--- config.mk ---
export PLATFORM = sky130hd
export DESIGN_NAME = cof_top
export DESIGN_NICKNAME = d
export VERILOG_FILES = /design/src/inc/cof_pkg.sv /design/src/rtl/cof_top.sv
export SDC_FILE = /design/constraint.sdc
export NUM_CORES = 1
export LEC_CHECK = 0
export ABC_AREA = 1
export BUFFER_PORTS_ARGS = -buffer_cell sky130_fd_sc_hd__buf_2
export CORE_ASPECT_RATIO = 0.8
export CORE_UTILIZATION = 40
export DETAILED_ROUTE_END_ITERATION = 10
export GPL_TIMING_DRIVEN = 1
export PLACE_DENSITY = 0.62
export SYNTH_ARGS = -nofsm -noshare
export SYNTH_HDL_FRONTEND = slang
export SYNTH_SLANG_ARGS = --single-unit
--- constraint.sdc ---
create_clock -name pclk -period 10.95 [get_ports pclk]
set_clock_uncertainty 0.15 [all_clocks]
set_input_delay 0.5475 -clock pclk [delete_from_list [all_inputs] [get_ports pclk]]
set_output_delay 0.5475 -clock pclk [all_outputs]
set_load 0.02 [all_outputs]
--- src/inc/cof_pkg.sv ---
// shared constants and helper functions for the configurable on-chip fifo
package cof_pkg;

  // word indices on the apb bus; byte address is four times the index
  localparam logic [5:0] IDX_DATA   = 6'h00;
  localparam logic [5:0] IDX_PKT    = 6'h01;
  localparam logic [5:0] IDX_FILL   = 6'h08;
  localparam logic [5:0] IDX_ISTAT  = 6'h09;
  localparam logic [5:0] IDX_EVENT  = 6'h0a;
  localparam logic [5:0] IDX_IEN    = 6'h0b;
  localparam logic [5:0] IDX_AFULL  = 6'h0c;
  localparam logic [5:0] IDX_AEMPTY = 6'h0d;

  // packet status word field positions
  localparam int POS_START = 0;
  localparam int POS_END   = 1;
  localparam int POS_EMPTY = 2;
  localparam int POS_CHAN  = 8;
  localparam int POS_ERR   = 16;

  // status bit positions, shared by status, event and enable registers
  localparam int ST_EMPTY  = 0;
  localparam int ST_FULL   = 1;
  localparam int ST_AEMPTY = 2;
  localparam int ST_AFULL  = 3;
  localparam int ST_OVF    = 4;
  localparam int ST_UNF    = 5;
  localparam int ST_W      = 6;

  // capacity and threshold offsets, bus width and ten-bit symbol limits
  localparam int DUAL_GUARD    = 3;
  localparam int DUAL_AF_GAP   = 4;
  localparam int SINGLE_AF_GAP = 1;
  localparam int THR_MIN       = 1;
  localparam int MM_BUS_W      = 32;
  localparam int SYM10_BITS    = 10;
  localparam int SYM10_MAX_SPB = 2;

  // storage slot of one symbol: next power of two
  function automatic int slot_w(input int bps);
    int p;
    p = 1;
    for (int i = 0; i < 8; i++) begin
      if (p < bps) p = p * 2;
    end
    return p;
  endfunction

  // symbols per beat, limited for ten-bit symbols
  function automatic int spb_eff(input int bps, input int spb);
    return (bps == SYM10_BITS && spb > SYM10_MAX_SPB) ? SYM10_MAX_SPB : spb;
  endfunction

  // streaming data width; mixed memory-mapped and streaming is fixed to the bus width
  function automatic int stream_w(input bit in_mm, input bit out_mm, input int bps,
                                  input int spb);
    return (in_mm != out_mm) ? MM_BUS_W : slot_w(bps) * spb_eff(bps, spb);
  endfunction

  // legal memory-mapped widths are 8, 16 and 32
  function automatic int mm_w_ok(input int w);
    return (w <= 8) ? 8 : (w <= 16) ? 16 : MM_BUS_W;
  endfunction

endpackage

--- src/rtl/cof_top.sv ---
// configurable on-chip fifo with apb data and status access
//
// Decided for this implementation: the APB slave port and the register offsets.
`timescale 1ns/1ns
// Operation
// - depth parameter, default sixteen entries
// - dual clock capacity is depth minus three
// - single clock mode, all ports one clock
// - dual mode: all ports still on pclk, capacity and almost-full default drop
// - status ports are slaves, input one optional
// - output status port available in dual mode
// - irq output when interrupts configured
// - storage from flops or memory, memory default
// - input mm or stream, output mm or stream
// - mm stall on full write, empty read
// - stream moves on ready and valid; source moves on valid alone without backpressure
// - mm data width 8, 16 or 32
// - mixed mm and stream fixes 32 bits
// - mm access always four bytes
// - stream symbol, beat, channel, error configurable
// - odd symbol width rounds to power two
// - ten-bit symbols allow two per beat
// - packet mode carries start, end, empty
// - offset one latches status, zero pushes
// - offset zero read pops, one reads status
// - event bit sticky until one written
// - irq on event rise with mask set
module cof_top
  import cof_pkg::*;
#(
  parameter int  DEPTH     = 16,
  parameter bit  DUAL_MODE = 1'b0,
  parameter bit  IN_MM     = 1'b1,
  parameter bit  OUT_MM    = 1'b0,
  parameter bit  USE_RAM   = 1'b1,
  parameter bit  BACKPRESS = 1'b1,
  parameter bit  PKT_EN    = 1'b1,
  parameter bit  IN_STAT   = 1'b1,
  parameter bit  OUT_STAT  = 1'b0,
  parameter bit  IRQ_EN    = 1'b1,
  parameter int  MM_W      = 32,
  parameter int  BPS       = 8,
  parameter int  SPB       = 4,
  parameter int  CHAN_W    = 5,
  parameter int  ERR_W     = 3,
  parameter int  EMPTY_W   = 2,
  localparam int SW        = stream_w(IN_MM, OUT_MM, BPS, SPB)
) (
  input  wire logic              pclk,        // bus and fifo clock
  input  wire logic              presetn,     // async reset, low active
  input  wire logic              psel,        // apb select
  input  wire logic              penable,     // apb access phase
  input  wire logic              pwrite,      // apb direction
  input  wire logic [7:0]        paddr,       // apb byte address
  input  wire logic [31:0]       pwdata,      // apb write data
  output logic      [31:0]       prdata,      // apb read data
  output logic                   pready,      // apb ready, low stalls
  output logic                   pslverr,     // apb error on unmapped
  input  wire logic              snk_valid,   // stream in valid
  input  wire logic [SW-1:0]     snk_data,    // stream in data
  input  wire logic              snk_packet_start_flag, // stream in start
  input  wire logic              snk_packet_end_flag,   // stream in end
  input  wire logic [EMPTY_W-1:0] snk_empty,  // stream in empty symbols
  input  wire logic [CHAN_W-1:0] snk_channel, // stream in channel
  input  wire logic [ERR_W-1:0]  snk_error,   // stream in error
  output logic                   snk_ready,   // stream in ready
  output logic                   src_valid,   // stream out valid
  output logic      [SW-1:0]     src_data,    // stream out data
  output logic                   src_packet_start_flag, // stream out start
  output logic                   src_packet_end_flag,   // stream out end
  output logic      [EMPTY_W-1:0] src_empty,  // stream out empty symbols
  output logic      [CHAN_W-1:0] src_channel, // stream out channel
  output logic      [ERR_W-1:0]  src_error,   // stream out error
  input  wire logic              src_ready,   // stream out ready
  output logic                   irq          // status interrupt, high
);

  // entry data width; a bus side facing a stream side is always a full word
  localparam bit MIXED = (IN_MM != OUT_MM);
  localparam int EW    = MIXED ? MM_BUS_W : (IN_MM && OUT_MM) ? mm_w_ok(MM_W) : SW;

  // entry layout: packet fields ride above the data word
  localparam int PKW   = ERR_W + CHAN_W + EMPTY_W + 2;
  localparam int ENW   = PKW + EW;

  // pointer and level widths; the level needs one bit more than a pointer at power-of-two depths from two up
  localparam int AW    = (DEPTH > 1) ? $clog2(DEPTH) : 1;
  localparam int LW    = $clog2(DEPTH + 1);

  // dual mode keeps three spare slots that a clock crossing would need
  localparam int CAP   = DUAL_MODE ? DEPTH - DUAL_GUARD : DEPTH;
  localparam int AF_DEF = DUAL_MODE ? DEPTH - DUAL_AF_GAP : DEPTH - SINGLE_AF_GAP;
  localparam bit HAS_STAT = IN_STAT || (DUAL_MODE && OUT_STAT);

  // all state but the storage array in one record, filled by one process and registered by another
  typedef struct packed {
    logic [AW-1:0]   wptr;
    logic [AW-1:0]   rptr;
    logic [LW-1:0]   cnt;
    logic            hd_v;
    logic [ENW-1:0]  hd;
    logic [PKW-1:0]  last;
    logic [PKW-1:0]  pk;
    logic            pready;
    logic            pslverr;
    logic [31:0]     prdata;
    logic            snk_ready;
    logic [ST_W-1:0] evt;
    logic [ST_W-1:0] ien;
    logic [ST_W-1:0] pend;
    logic            irq;
    logic [LW-1:0]   af;
    logic [LW-1:0]   ae;
  } cof_state_t;

  // present and next state
  cof_state_t state_r;
  cof_state_t state_nxt;

  // storage array and the push strobe that writes it
  logic [ENW-1:0] mem_r [DEPTH];
  logic           push;
  logic [ENW-1:0] push_entry;

  // pointer step with wrap for any depth
  function automatic logic [AW-1:0] ptr_inc(input logic [AW-1:0] p);
    return (p == AW'(DEPTH - 1)) ? '0 : AW'(p + 1'b1);
  endfunction

  // packet fields to the status word layout
  function automatic logic [31:0] pkt_word(input logic [PKW-1:0] pk);
    logic [31:0] w;
    w = '0;
    w[POS_START] = pk[0];
    w[POS_END] = pk[1];
    w[POS_EMPTY +: EMPTY_W] = pk[2 +: EMPTY_W];
    w[POS_CHAN +: CHAN_W] = pk[2 + EMPTY_W +: CHAN_W];
    w[POS_ERR +: ERR_W] = pk[2 + EMPTY_W + CHAN_W +: ERR_W];
    return w;
  endfunction

  // status word layout to packet fields
  function automatic logic [PKW-1:0] word_pkt(input logic [31:0] w);
    return {w[POS_ERR +: ERR_W], w[POS_CHAN +: CHAN_W], w[POS_EMPTY +: EMPTY_W],
            w[POS_END], w[POS_START]};
  endfunction

  // entries held: storage count plus the head register
  function automatic logic [LW:0] fill_of(input logic [LW-1:0] c, input logic v);
    return (LW + 1)'(c) + (LW + 1)'(v);
  endfunction

  // no room left for another entry
  function automatic logic at_cap(input logic [LW:0] f);
    return f >= (LW + 1)'(CAP);
  endfunction

  // threshold clamp; out-of-range writes take the nearest limit
  function automatic logic [LW-1:0] clampv(input logic [31:0] v, input int hi);
    if (v < 32'(THR_MIN)) return LW'(THR_MIN);
    if (v > 32'(hi)) return LW'(hi);
    return LW'(v);
  endfunction

  // next-state logic: bus, push, pop, head refill, status
  always_comb begin
    logic [5:0]      idx;
    logic            acc;
    logic            done;
    logic            err;
    logic            pop;
    logic            ovf;
    logic            unf;
    logic [LW:0]     fill;
    logic [LW:0]     fill_n;
    logic [ST_W-1:0] ist;
    logic [ST_W-1:0] clr;
    logic [ST_W-1:0] rise;
    idx        = paddr[7:2];
    acc        = psel && penable && !state_r.pready;
    done       = 1'b0;
    err        = 1'b0;
    pop        = 1'b0;
    ovf        = 1'b0;
    unf        = 1'b0;
    clr        = '0;
    push       = 1'b0;
    push_entry = '0;
    state_nxt  = state_r;
    fill       = fill_of(state_r.cnt, state_r.hd_v);
    fill_n     = '0;
    ist        = '0;
    rise       = '0;
    state_nxt.pready  = 1'b0;
    state_nxt.pslverr = 1'b0;

    // apb access: one wait state, more while a data access must stall
    if (acc) begin
      done = 1'b1;
      if (idx == IDX_DATA && pwrite && IN_MM) begin
        if (at_cap(fill)) begin
          if (BACKPRESS) done = 1'b0;
          else ovf = 1'b1;
        end else begin
          push = 1'b1;
          push_entry = {state_r.pk, EW'(pwdata)};
        end
      end else if (idx == IDX_DATA && !pwrite && OUT_MM) begin
        if (!state_r.hd_v) begin
          if (BACKPRESS) done = 1'b0;
          else unf = 1'b1;
          state_nxt.prdata = '0;
        end else begin
          pop = 1'b1;
          state_nxt.prdata = 32'(state_r.hd[EW-1:0]);
          state_nxt.last = state_r.hd[EW +: PKW];
        end
      end else if (idx == IDX_PKT && PKT_EN && pwrite && IN_MM) begin
        state_nxt.pk = word_pkt(pwdata);
      end else if (idx == IDX_PKT && PKT_EN && !pwrite && (IN_MM || OUT_MM)) begin
        state_nxt.prdata = pkt_word(OUT_MM ? state_r.last : state_r.pk);
      end else if (HAS_STAT && idx == IDX_FILL && !pwrite) begin
        state_nxt.prdata = 32'(fill);
      end else if (HAS_STAT && idx == IDX_ISTAT && !pwrite) begin
        state_nxt.prdata = 32'({state_r.evt & '0});
      end else if (HAS_STAT && idx == IDX_EVENT) begin
        if (pwrite) clr = pwdata[ST_W-1:0];
        else state_nxt.prdata = 32'(state_r.evt);
      end else if (HAS_STAT && idx == IDX_IEN) begin
        if (pwrite) state_nxt.ien = pwdata[ST_W-1:0];
        else state_nxt.prdata = 32'(state_r.ien);
      end else if (HAS_STAT && idx == IDX_AFULL) begin
        if (pwrite) state_nxt.af = clampv(pwdata, AF_DEF);
        else state_nxt.prdata = 32'(state_r.af);
      end else if (HAS_STAT && idx == IDX_AEMPTY) begin
        if (pwrite) state_nxt.ae = clampv(pwdata, AF_DEF);
        else state_nxt.prdata = 32'(state_r.ae);
      end else begin
        err = 1'b1;
        state_nxt.prdata = '0;
      end
      state_nxt.pready  = done;
      state_nxt.pslverr = done && err;
    end

    // streaming sink: take a beat only on valid with ready
    if (!IN_MM && snk_valid && state_r.snk_ready) begin
      if (at_cap(fill)) ovf = 1'b1;
      else begin
        push = 1'b1;
        push_entry = {snk_error, snk_channel, snk_empty, snk_packet_end_flag,
                      snk_packet_start_flag, EW'(snk_data)};
      end
    end

    // without packet support the packet fields are stored as zero
    if (!PKT_EN) push_entry[EW +: PKW] = '0;

    // streaming source: head leaves on valid with ready, or on valid alone without backpressure
    if (!OUT_MM && state_r.hd_v && (src_ready || !BACKPRESS)) pop = 1'b1;

    // storage write side
    if (push) begin
      state_nxt.wptr = ptr_inc(state_r.wptr);
    end

    // a pop frees the head register for a refill in the same cycle
    if (pop) state_nxt.hd_v = 1'b0;

    // head refill from storage; a fresh push lands a cycle later
    if (!state_nxt.hd_v && state_r.cnt != '0) begin
      state_nxt.hd_v = 1'b1;
      state_nxt.hd   = mem_r[state_r.rptr];
      state_nxt.rptr = ptr_inc(state_r.rptr);
      state_nxt.cnt  = LW'(state_r.cnt - 1'b1);
    end

    // count a push after the refill so both can meet in one cycle
    if (push) state_nxt.cnt = LW'(state_nxt.cnt + 1'b1);

    // ready is registered, so it looks at the fill after this edge
    fill_n = fill_of(state_nxt.cnt, state_nxt.hd_v);
    state_nxt.snk_ready = !BACKPRESS || !at_cap(fill_n);

    // instantaneous status from the present fill
    ist = '0;
    ist[ST_EMPTY]  = (fill == '0);
    ist[ST_FULL]   = at_cap(fill);
    ist[ST_AEMPTY] = (fill < (LW + 1)'(state_r.ae));
    ist[ST_AFULL]  = (fill > (LW + 1)'(state_r.af));
    ist[ST_OVF]    = ovf;
    ist[ST_UNF]    = unf;
    if (HAS_STAT && acc && idx == IDX_ISTAT && !pwrite) state_nxt.prdata = 32'(ist);

    // sticky events: a set in the clearing cycle wins
    state_nxt.evt = (state_r.evt & ~clr) | ist;
    rise = ist & ~state_r.evt;
    state_nxt.pend = (state_r.pend | (rise & state_nxt.ien))
                     & state_nxt.evt & state_nxt.ien;
    state_nxt.irq = IRQ_EN && HAS_STAT && (|state_nxt.pend);
  end

  // single state register; all ports share pclk
  always_ff @(posedge pclk or negedge presetn) begin
    if (!presetn) begin
      state_r           <= '0;
      state_r.snk_ready <= 1'b1;
      state_r.af        <= LW'(AF_DEF);
      state_r.ae        <= LW'(THR_MIN);
    end else begin
      state_r <= state_nxt;
    end
  end

  // storage: memory style has no reset so it maps to a block array
  generate
    if (USE_RAM) begin : g_ram
      always_ff @(posedge pclk) begin
        if (push) mem_r[state_r.wptr] <= push_entry;
      end
    end else begin : g_flop
      // flop style clears every slot at reset; costly for a deep fifo
      always_ff @(posedge pclk or negedge presetn) begin
        if (!presetn) begin
          for (int i = 0; i < DEPTH; i++) mem_r[i] <= '0;
        end else if (push) begin
          mem_r[state_r.wptr] <= push_entry;
        end
      end
    end
  endgenerate

  // outputs straight from the state register
  assign prdata    = state_r.prdata;
  assign pready    = state_r.pready;
  assign pslverr   = state_r.pslverr;
  assign snk_ready = state_r.snk_ready;

  // stream source: head entry fields, valid held low on a bus output
  assign src_valid = OUT_MM ? 1'b0 : state_r.hd_v;
  assign src_data  = SW'(state_r.hd[EW-1:0]);
  assign src_packet_start_flag = state_r.hd[EW];
  assign src_packet_end_flag   = state_r.hd[EW + 1];
  assign src_empty   = state_r.hd[EW + 2 +: EMPTY_W];
  assign src_channel = state_r.hd[EW + 2 + EMPTY_W +: CHAN_W];
  assign src_error   = state_r.hd[EW + 2 + EMPTY_W + CHAN_W +: ERR_W];
  assign irq         = state_r.irq;

endmodule

# Yosys cells after proc, flatten, opt, wreduce, memory -nomap -nowiden
# Memory sizes are Yosys's and may differ from the RTL's.
# Cells that the tools add are included.
word_totals:
  register_bits: 134
  mem_bits_rw: 704
  output_inout_bits: 81
  wordCells: 195
  memories: 1
op_classes:
  n_addsub: 6
  n_lt_le_gt_ge: 6
  n_eq_ne: 15
  mux: 109
  bitwise: 17
  n_reduce_logical: 25
memory_table:
  columns: ["memory", "depth", "width", "rd", "rd_clocked_by_memory_dff", "write_ports", "line", "source"]
  rows:
  - ["mem_r", 16, 44, 1, 0, 1, "cof_top.sv:121", "logic [ENW-1:0] mem_r [DEPTH];"]
op_table:
  columns: ["cell", "n"]
  rows:
  - ["$mux 32", 14]
  - ["$mux 44", 3]
  - ["$mux 6", 17]
  - ["$mux 1", 64]
  - ["$mux 50", 1]
  - ["$eq 6x4->1 const B", 6]
  - ["$mux 5", 7]
  - ["$mux 34", 1]
  - ["$gt 32x4->1 const B", 1]
  - ["$lt 32x1->1 const B", 1]
  - ["$and 6x6->6", 4]
  - ["$ne 6x5->1 const B", 4]
  - ["$add 5x1->6", 2]
  - ["$ge 6x5->1 const B", 2]
  - ["$logic_and 1x1->1", 12]
  - ["$logic_not 6->1", 2]
  - ["$not 6->6", 2]
  - ["$reduce_and 11->1", 1]
  - ["$reduce_and 10->1", 1]
  - ["$add 4x1->4 const B", 2]
  - ["$eq 4x4->1 const B", 2]
  - ["$mux 4", 2]
  - ["$not 1->1", 8]
  - ["$reduce_and 7->1", 1]
  - ["14 further kinds", 18]

# Logic depth before layout (Yosys ltp)
logic_depth:
  ltp_word: 27
  mapped_depth: 17
  depth_no_buf: 17

# Least setup slack after synthesis
# OpenSTA, ideal clock, no wires.
synth_timing:
  path_type: "reg2reg"
  startpoint: "register state_r, in the netlist src_valid"
  endpoint: "memory mem_r[0][0] (netlist name), enable pin"
  setup_time_ns: 0.445
  arrival_ns: 3.258
  t_required_ns: 10.355
  slack_ns: 7.096
  path_stages_with_launch: 9
  path_buffers: 0
  synth_period_minus_slack_ns: 3.854
  path_cell_list: "dfrtp_1 > ha_1 > nand2_1 > nor2_2 > nor2_4 > nand2_1 > nor2_4 > nand2_1 > nor2_1"
synth_via:
  elab_chain_cells: 7
synth_rtl:
  columns: ["item", "line", "source"]
  rows:
  - ["start: declaration", "cof_top.sv:117", "cof_state_t state_r;"]
  - ["start signal: assignment", "cof_top.sv:311", "state_r <= state_nxt;"]
  - ["$add 5x1->6", "cof_top.sv:150", "return (LW + 1)'(c) + (LW + 1)'(v);"]
  - ["$ge 6x5->1", "cof_top.sv:155", "return f >= (LW + 1)'(CAP);"]
  - ["$mux 1", "cof_top.sv:201", "if (at_cap(fill)) begin"]
  - ["$mux 1", "cof_top.sv:200", "if (idx == IDX_DATA && pwrite && IN_MM) begin"]
  - ["$mux 1", "cof_top.sv:198", "if (acc) begin"]
  - ["$mux 1", "cof_top.sv:319", "if (push) mem_r[state_r.wptr] <= push_entry;"]
  - ["$mux 1 (not written as such)", "cof_top.sv:319", null]
  - ["end: declaration", "cof_top.sv:121", null]
# Every way passes these cells.

# Final worst setup path
layout_timing:
  startpoint: "register state_r, in the netlist src_valid"
  endpoint: "memory mem_r[15][22] (netlist name), enable pin"
# The elaborated chain is that of the path after synthesis.

==> results.json <==
{
  "grt_pass1_vias": 20822,
  "gp_routability_congestion": 0.8637,
  "part_of_the_yosys_area_used_for_sequential_elements": 0.7074,
  "design.die.area_sq_um": 86180,
  "routedWlPerCell_um": 21.55,
  "via_count_of_the_routed_design": 21754,
  "timing.final.crit_period_ns": 3.842,
  "synth_enable_flop_cells": 704,
  "syn-mean-instance-area_sq_um": 11.75,
  "gr-usage-all-layers": 0.2040,
  "place.port_buffers": 106,
  "placementRows": 95,
  "overflow": 0,
  "worst_pin_slew_ns": 1.170,
  "first_iter_violations": 2242,
  "post_synth_inst_count": 2894,
  "area_delta_synth_final_pct": 11.08,
  "p_leak_nw": 12.65,
  "synth_area_sq_um": 34000,
  "count_of_clock_tree_sinks": 820,
  "post-route-period-util": 0.3509,
  "design.final.nets": 3004,
  "maxSlewHeadroom": 0.2197,
  "grt_max_degree": 179,
  "share_of_layout_cells_above_drive_strength_1": 0.1145,
  "post-dp-hpwl_um": 43200,
  "die_y_um": 262.8,
  "fp.dieW_um": 328.0,
  "grt_antenna_before_repair": 1,
  "filler_cell_count": 7582,
  "cts.htree.levels": 3,
  "worst_hold_slack_ns": 0.09898,
  "powerDensity_nw_per_um2": 222.6,
  "crit_end_element": "flop",
  "cap_viol_max_count": 0,
  "yosys_warnings": 0,
  "number_of_synthesized_register_bits": 820,
  "final_core_util": 0.4494,
  "worst-path-max-fanout": 49,
  "clkTransAtPathRegs_ns": 0.06,
  "top_level_ports": 172,
  "critical_path_arrival_ns": 3.96,
  "setup_violations": 0,
  "synthXorXnorAreaFrac": 0.001803,
  "fmaxAchievable_mhz": 260.3,
  "postRouteAntennaNets": 0,
  "most-common-layout-cells": "sky130_fd_sc_hd__edfxtp_1 (704), sky130_fd_sc_hd__nand2_1 (567), sky130_fd_sc_hd__nor2_1 (311)",
  "synth-compound-area-share": 0.07588,
  "wire_length_of_the_first_global_routing_pass_um": 131700,
  "yosys.area_share.adder": 0.006624,
  "yosys-mux-area-fraction": 0,
  "synth_top_family_by_area": "simple AND/OR/NAND/NOR gates",
  "ys_dominant_reg_cell": "sky130_fd_sc_hd__edfxtp_1",
  "drt_first_pass_iters": 5,
  "clk-insertion-delay-late_ns": 0.64,
  "cts_inserted_buffers": 78,
  "route.detailed.vias_per_inst": 5.336,
  "setup_repair_after_global_routing_missed_its_margin": "no",
  "tritoncts": "built",
  "final_hold_viol_count": 0,
  "final_common_cell": "sky130_fd_sc_hd__edfxtp_1",
  "design.core.area_sq_um": 84040,
  "synth-simple-area-share": 0.1542,
  "totalWireLength_um": 87860,
  "worst_ir_drop_vdd_v": 0.0002371,
  "synth_unique_cells": 43,
  "instances_no_fill": 4077,
  "timing.critical_path.from_type": "flop",
  "cts_buffer_depth": 3,
  "root_buffer_cell": "sky130_fd_sc_hd__clkbuf_16",
  "start_util": 0.4046,
  "drt_drc_violations_left": 0,
  "post-place-cells": 3929,
  "min_path_type": "input pin to flop",
  "critical_path_class": "flop to flop",
  "timing.final.max_slew_violations": 0,
  "fin_setup_tns_ns": 0,
  "run_status": "completed",
  "cp_data_required_time_ns": 11.07,
  "ys_async_sr_fraction": 0.1415,
  "post-cts-setup-buffers": 0
}
-- flip-flops by register name (all words and copies together) (netlist names) --
register               count
snk_ready                  1
src_error                  3
src_data                  32
src_packet_start_flag      1
irq                        1
prdata                    14
src_channel                5
src_valid                  1
pslverr                    1
state_r                   53
mem_r                    704
pready                     1
src_packet_end_flag        1
src_empty                  2
-- metrics by stage --
stage	total power, mW	setup WS (ns)	area (sq um)
2_1_floorplan	5.121	7.096	34060
3_3_place_gp	5.651	6.652	35080
3_5_place_dp	5.670	6.606	35080
4_1_cts	8.459	7.050	37770
5_1_grt	8.804	6.822	37770
6_report	8.409	7.108	37770
-- cells by family after synthesis --
family          Yosys count
fa+ha+maj                18
buf+inv                 370
flops                   820
simple gates           1246
compound gates          432
other cells               1
xor+xnor                  7
-- critical path, cell delays in order, from the launching register on --
cell and delay [ns]:
sky130_fd_sc_hd__dfrtp_1 0.43, sky130_fd_sc_hd__ha_1 0.23, sky130_fd_sc_hd__nand2_1 0.09, sky130_fd_sc_hd__nor2_2 0.06, sky130_fd_sc_hd__nor2_4 0.24, sky130_fd_sc_hd__nand3_2 0.10, sky130_fd_sc_hd__buf_4 0.38, sky130_fd_sc_hd__nor2_1 0.27
sky130_fd_sc_hd__inv_1 0.20, sky130_fd_sc_hd__nor2_4 0.68, sky130_fd_sc_hd__buf_4 0.59
-- layout make-up --
class | instances | area [sq um] | area share
Antenna cell | 1 | 2.502 | 0.00006626
Clock buffer | 106 | 2191 | 0.05801
Clock inverter | 40 | 486.7 | 0.01289
Inverter | 134 | 520.5 | 0.01378
Multi-Input combinational cell | 1721 | 8305 | 0.2199
Sequential cell | 820 | 24060 | 0.6370
Tap cell | 1115 | 1395 | 0.03694
Timing Repair Buffer | 140 | 807.0 | 0.02137
-- Yosys cell counts (all sizes together) (2+ instances only) --
library cell | number | area share
buf | 174 | 0.032
ha | 18 | 0.0066
nor4 | 2 | 0.00037
xnor2 | 2 | 0.00052
o221ai | 89 | 0.023
inv | 132 | 0.015
a31oi | 45 | 0.0083
nand4 | 13 | 0.0024
dfstp | 6 | 0.0046
dfrtp | 110 | 0.081
clkinv | 2 | 0.00022
nor3 | 8 | 0.0015
a21oi | 67 | 0.010
nand2 | 578 | 0.065
o211ai | 2 | 0.00044
xor2 | 5 | 0.0013
nor2 | 342 | 0.039
edfxtp | 704 | 0.62
o21ai | 225 | 0.033
clkbuf | 62 | 0.0069
or2 | 4 | 0.00074
nand3 | 299 | 0.045
-- routing by layer --
layer | track usage | vias up | routed length, um
li1 | - | 10129 | -
met1 | 0.3073 | 10756 | 40840
met2 | 0.3036 | 746 | 38950
met3 | 0.03857 | 123 | 6408
met4 | 0.04837 | 0 | 1667
met5 | 0 | - | 0
-- report_power, final --
part           internal, mW  switching [mW]  total, mW
sequential             3.47           0.119       3.59
combinational         0.568            1.45       2.02
clock                  1.61            1.19       2.81
-- timing repair --
item	CTS	global route
endpoints found under the hold margin	56	0
resized for setup	0	0
hold buffers	1	0
-- path summary, 6_finish.rpt --
| check | from | end | slack [ns] | cells past startpoint |
|---|---|---|---|---|
| worst min register to register | prdata[4] | prdata[4] | 0.33 | 2 |
| worst max-delay path | src_valid | mem_r[15][22] | 7.11 | 10 |
| min in group asynchronous | presetn | pready | 0.37 | 2 |
| worst min-delay path | pwdata[8] | state_r[68] | 0.1 | 3 |
| worst max register to register | src_valid | mem_r[15][22] | 7.11 | 10 |
| max in group asynchronous | presetn | src_data[17] | 8.82 | 3 |
(Power assumes the default switching activity.)
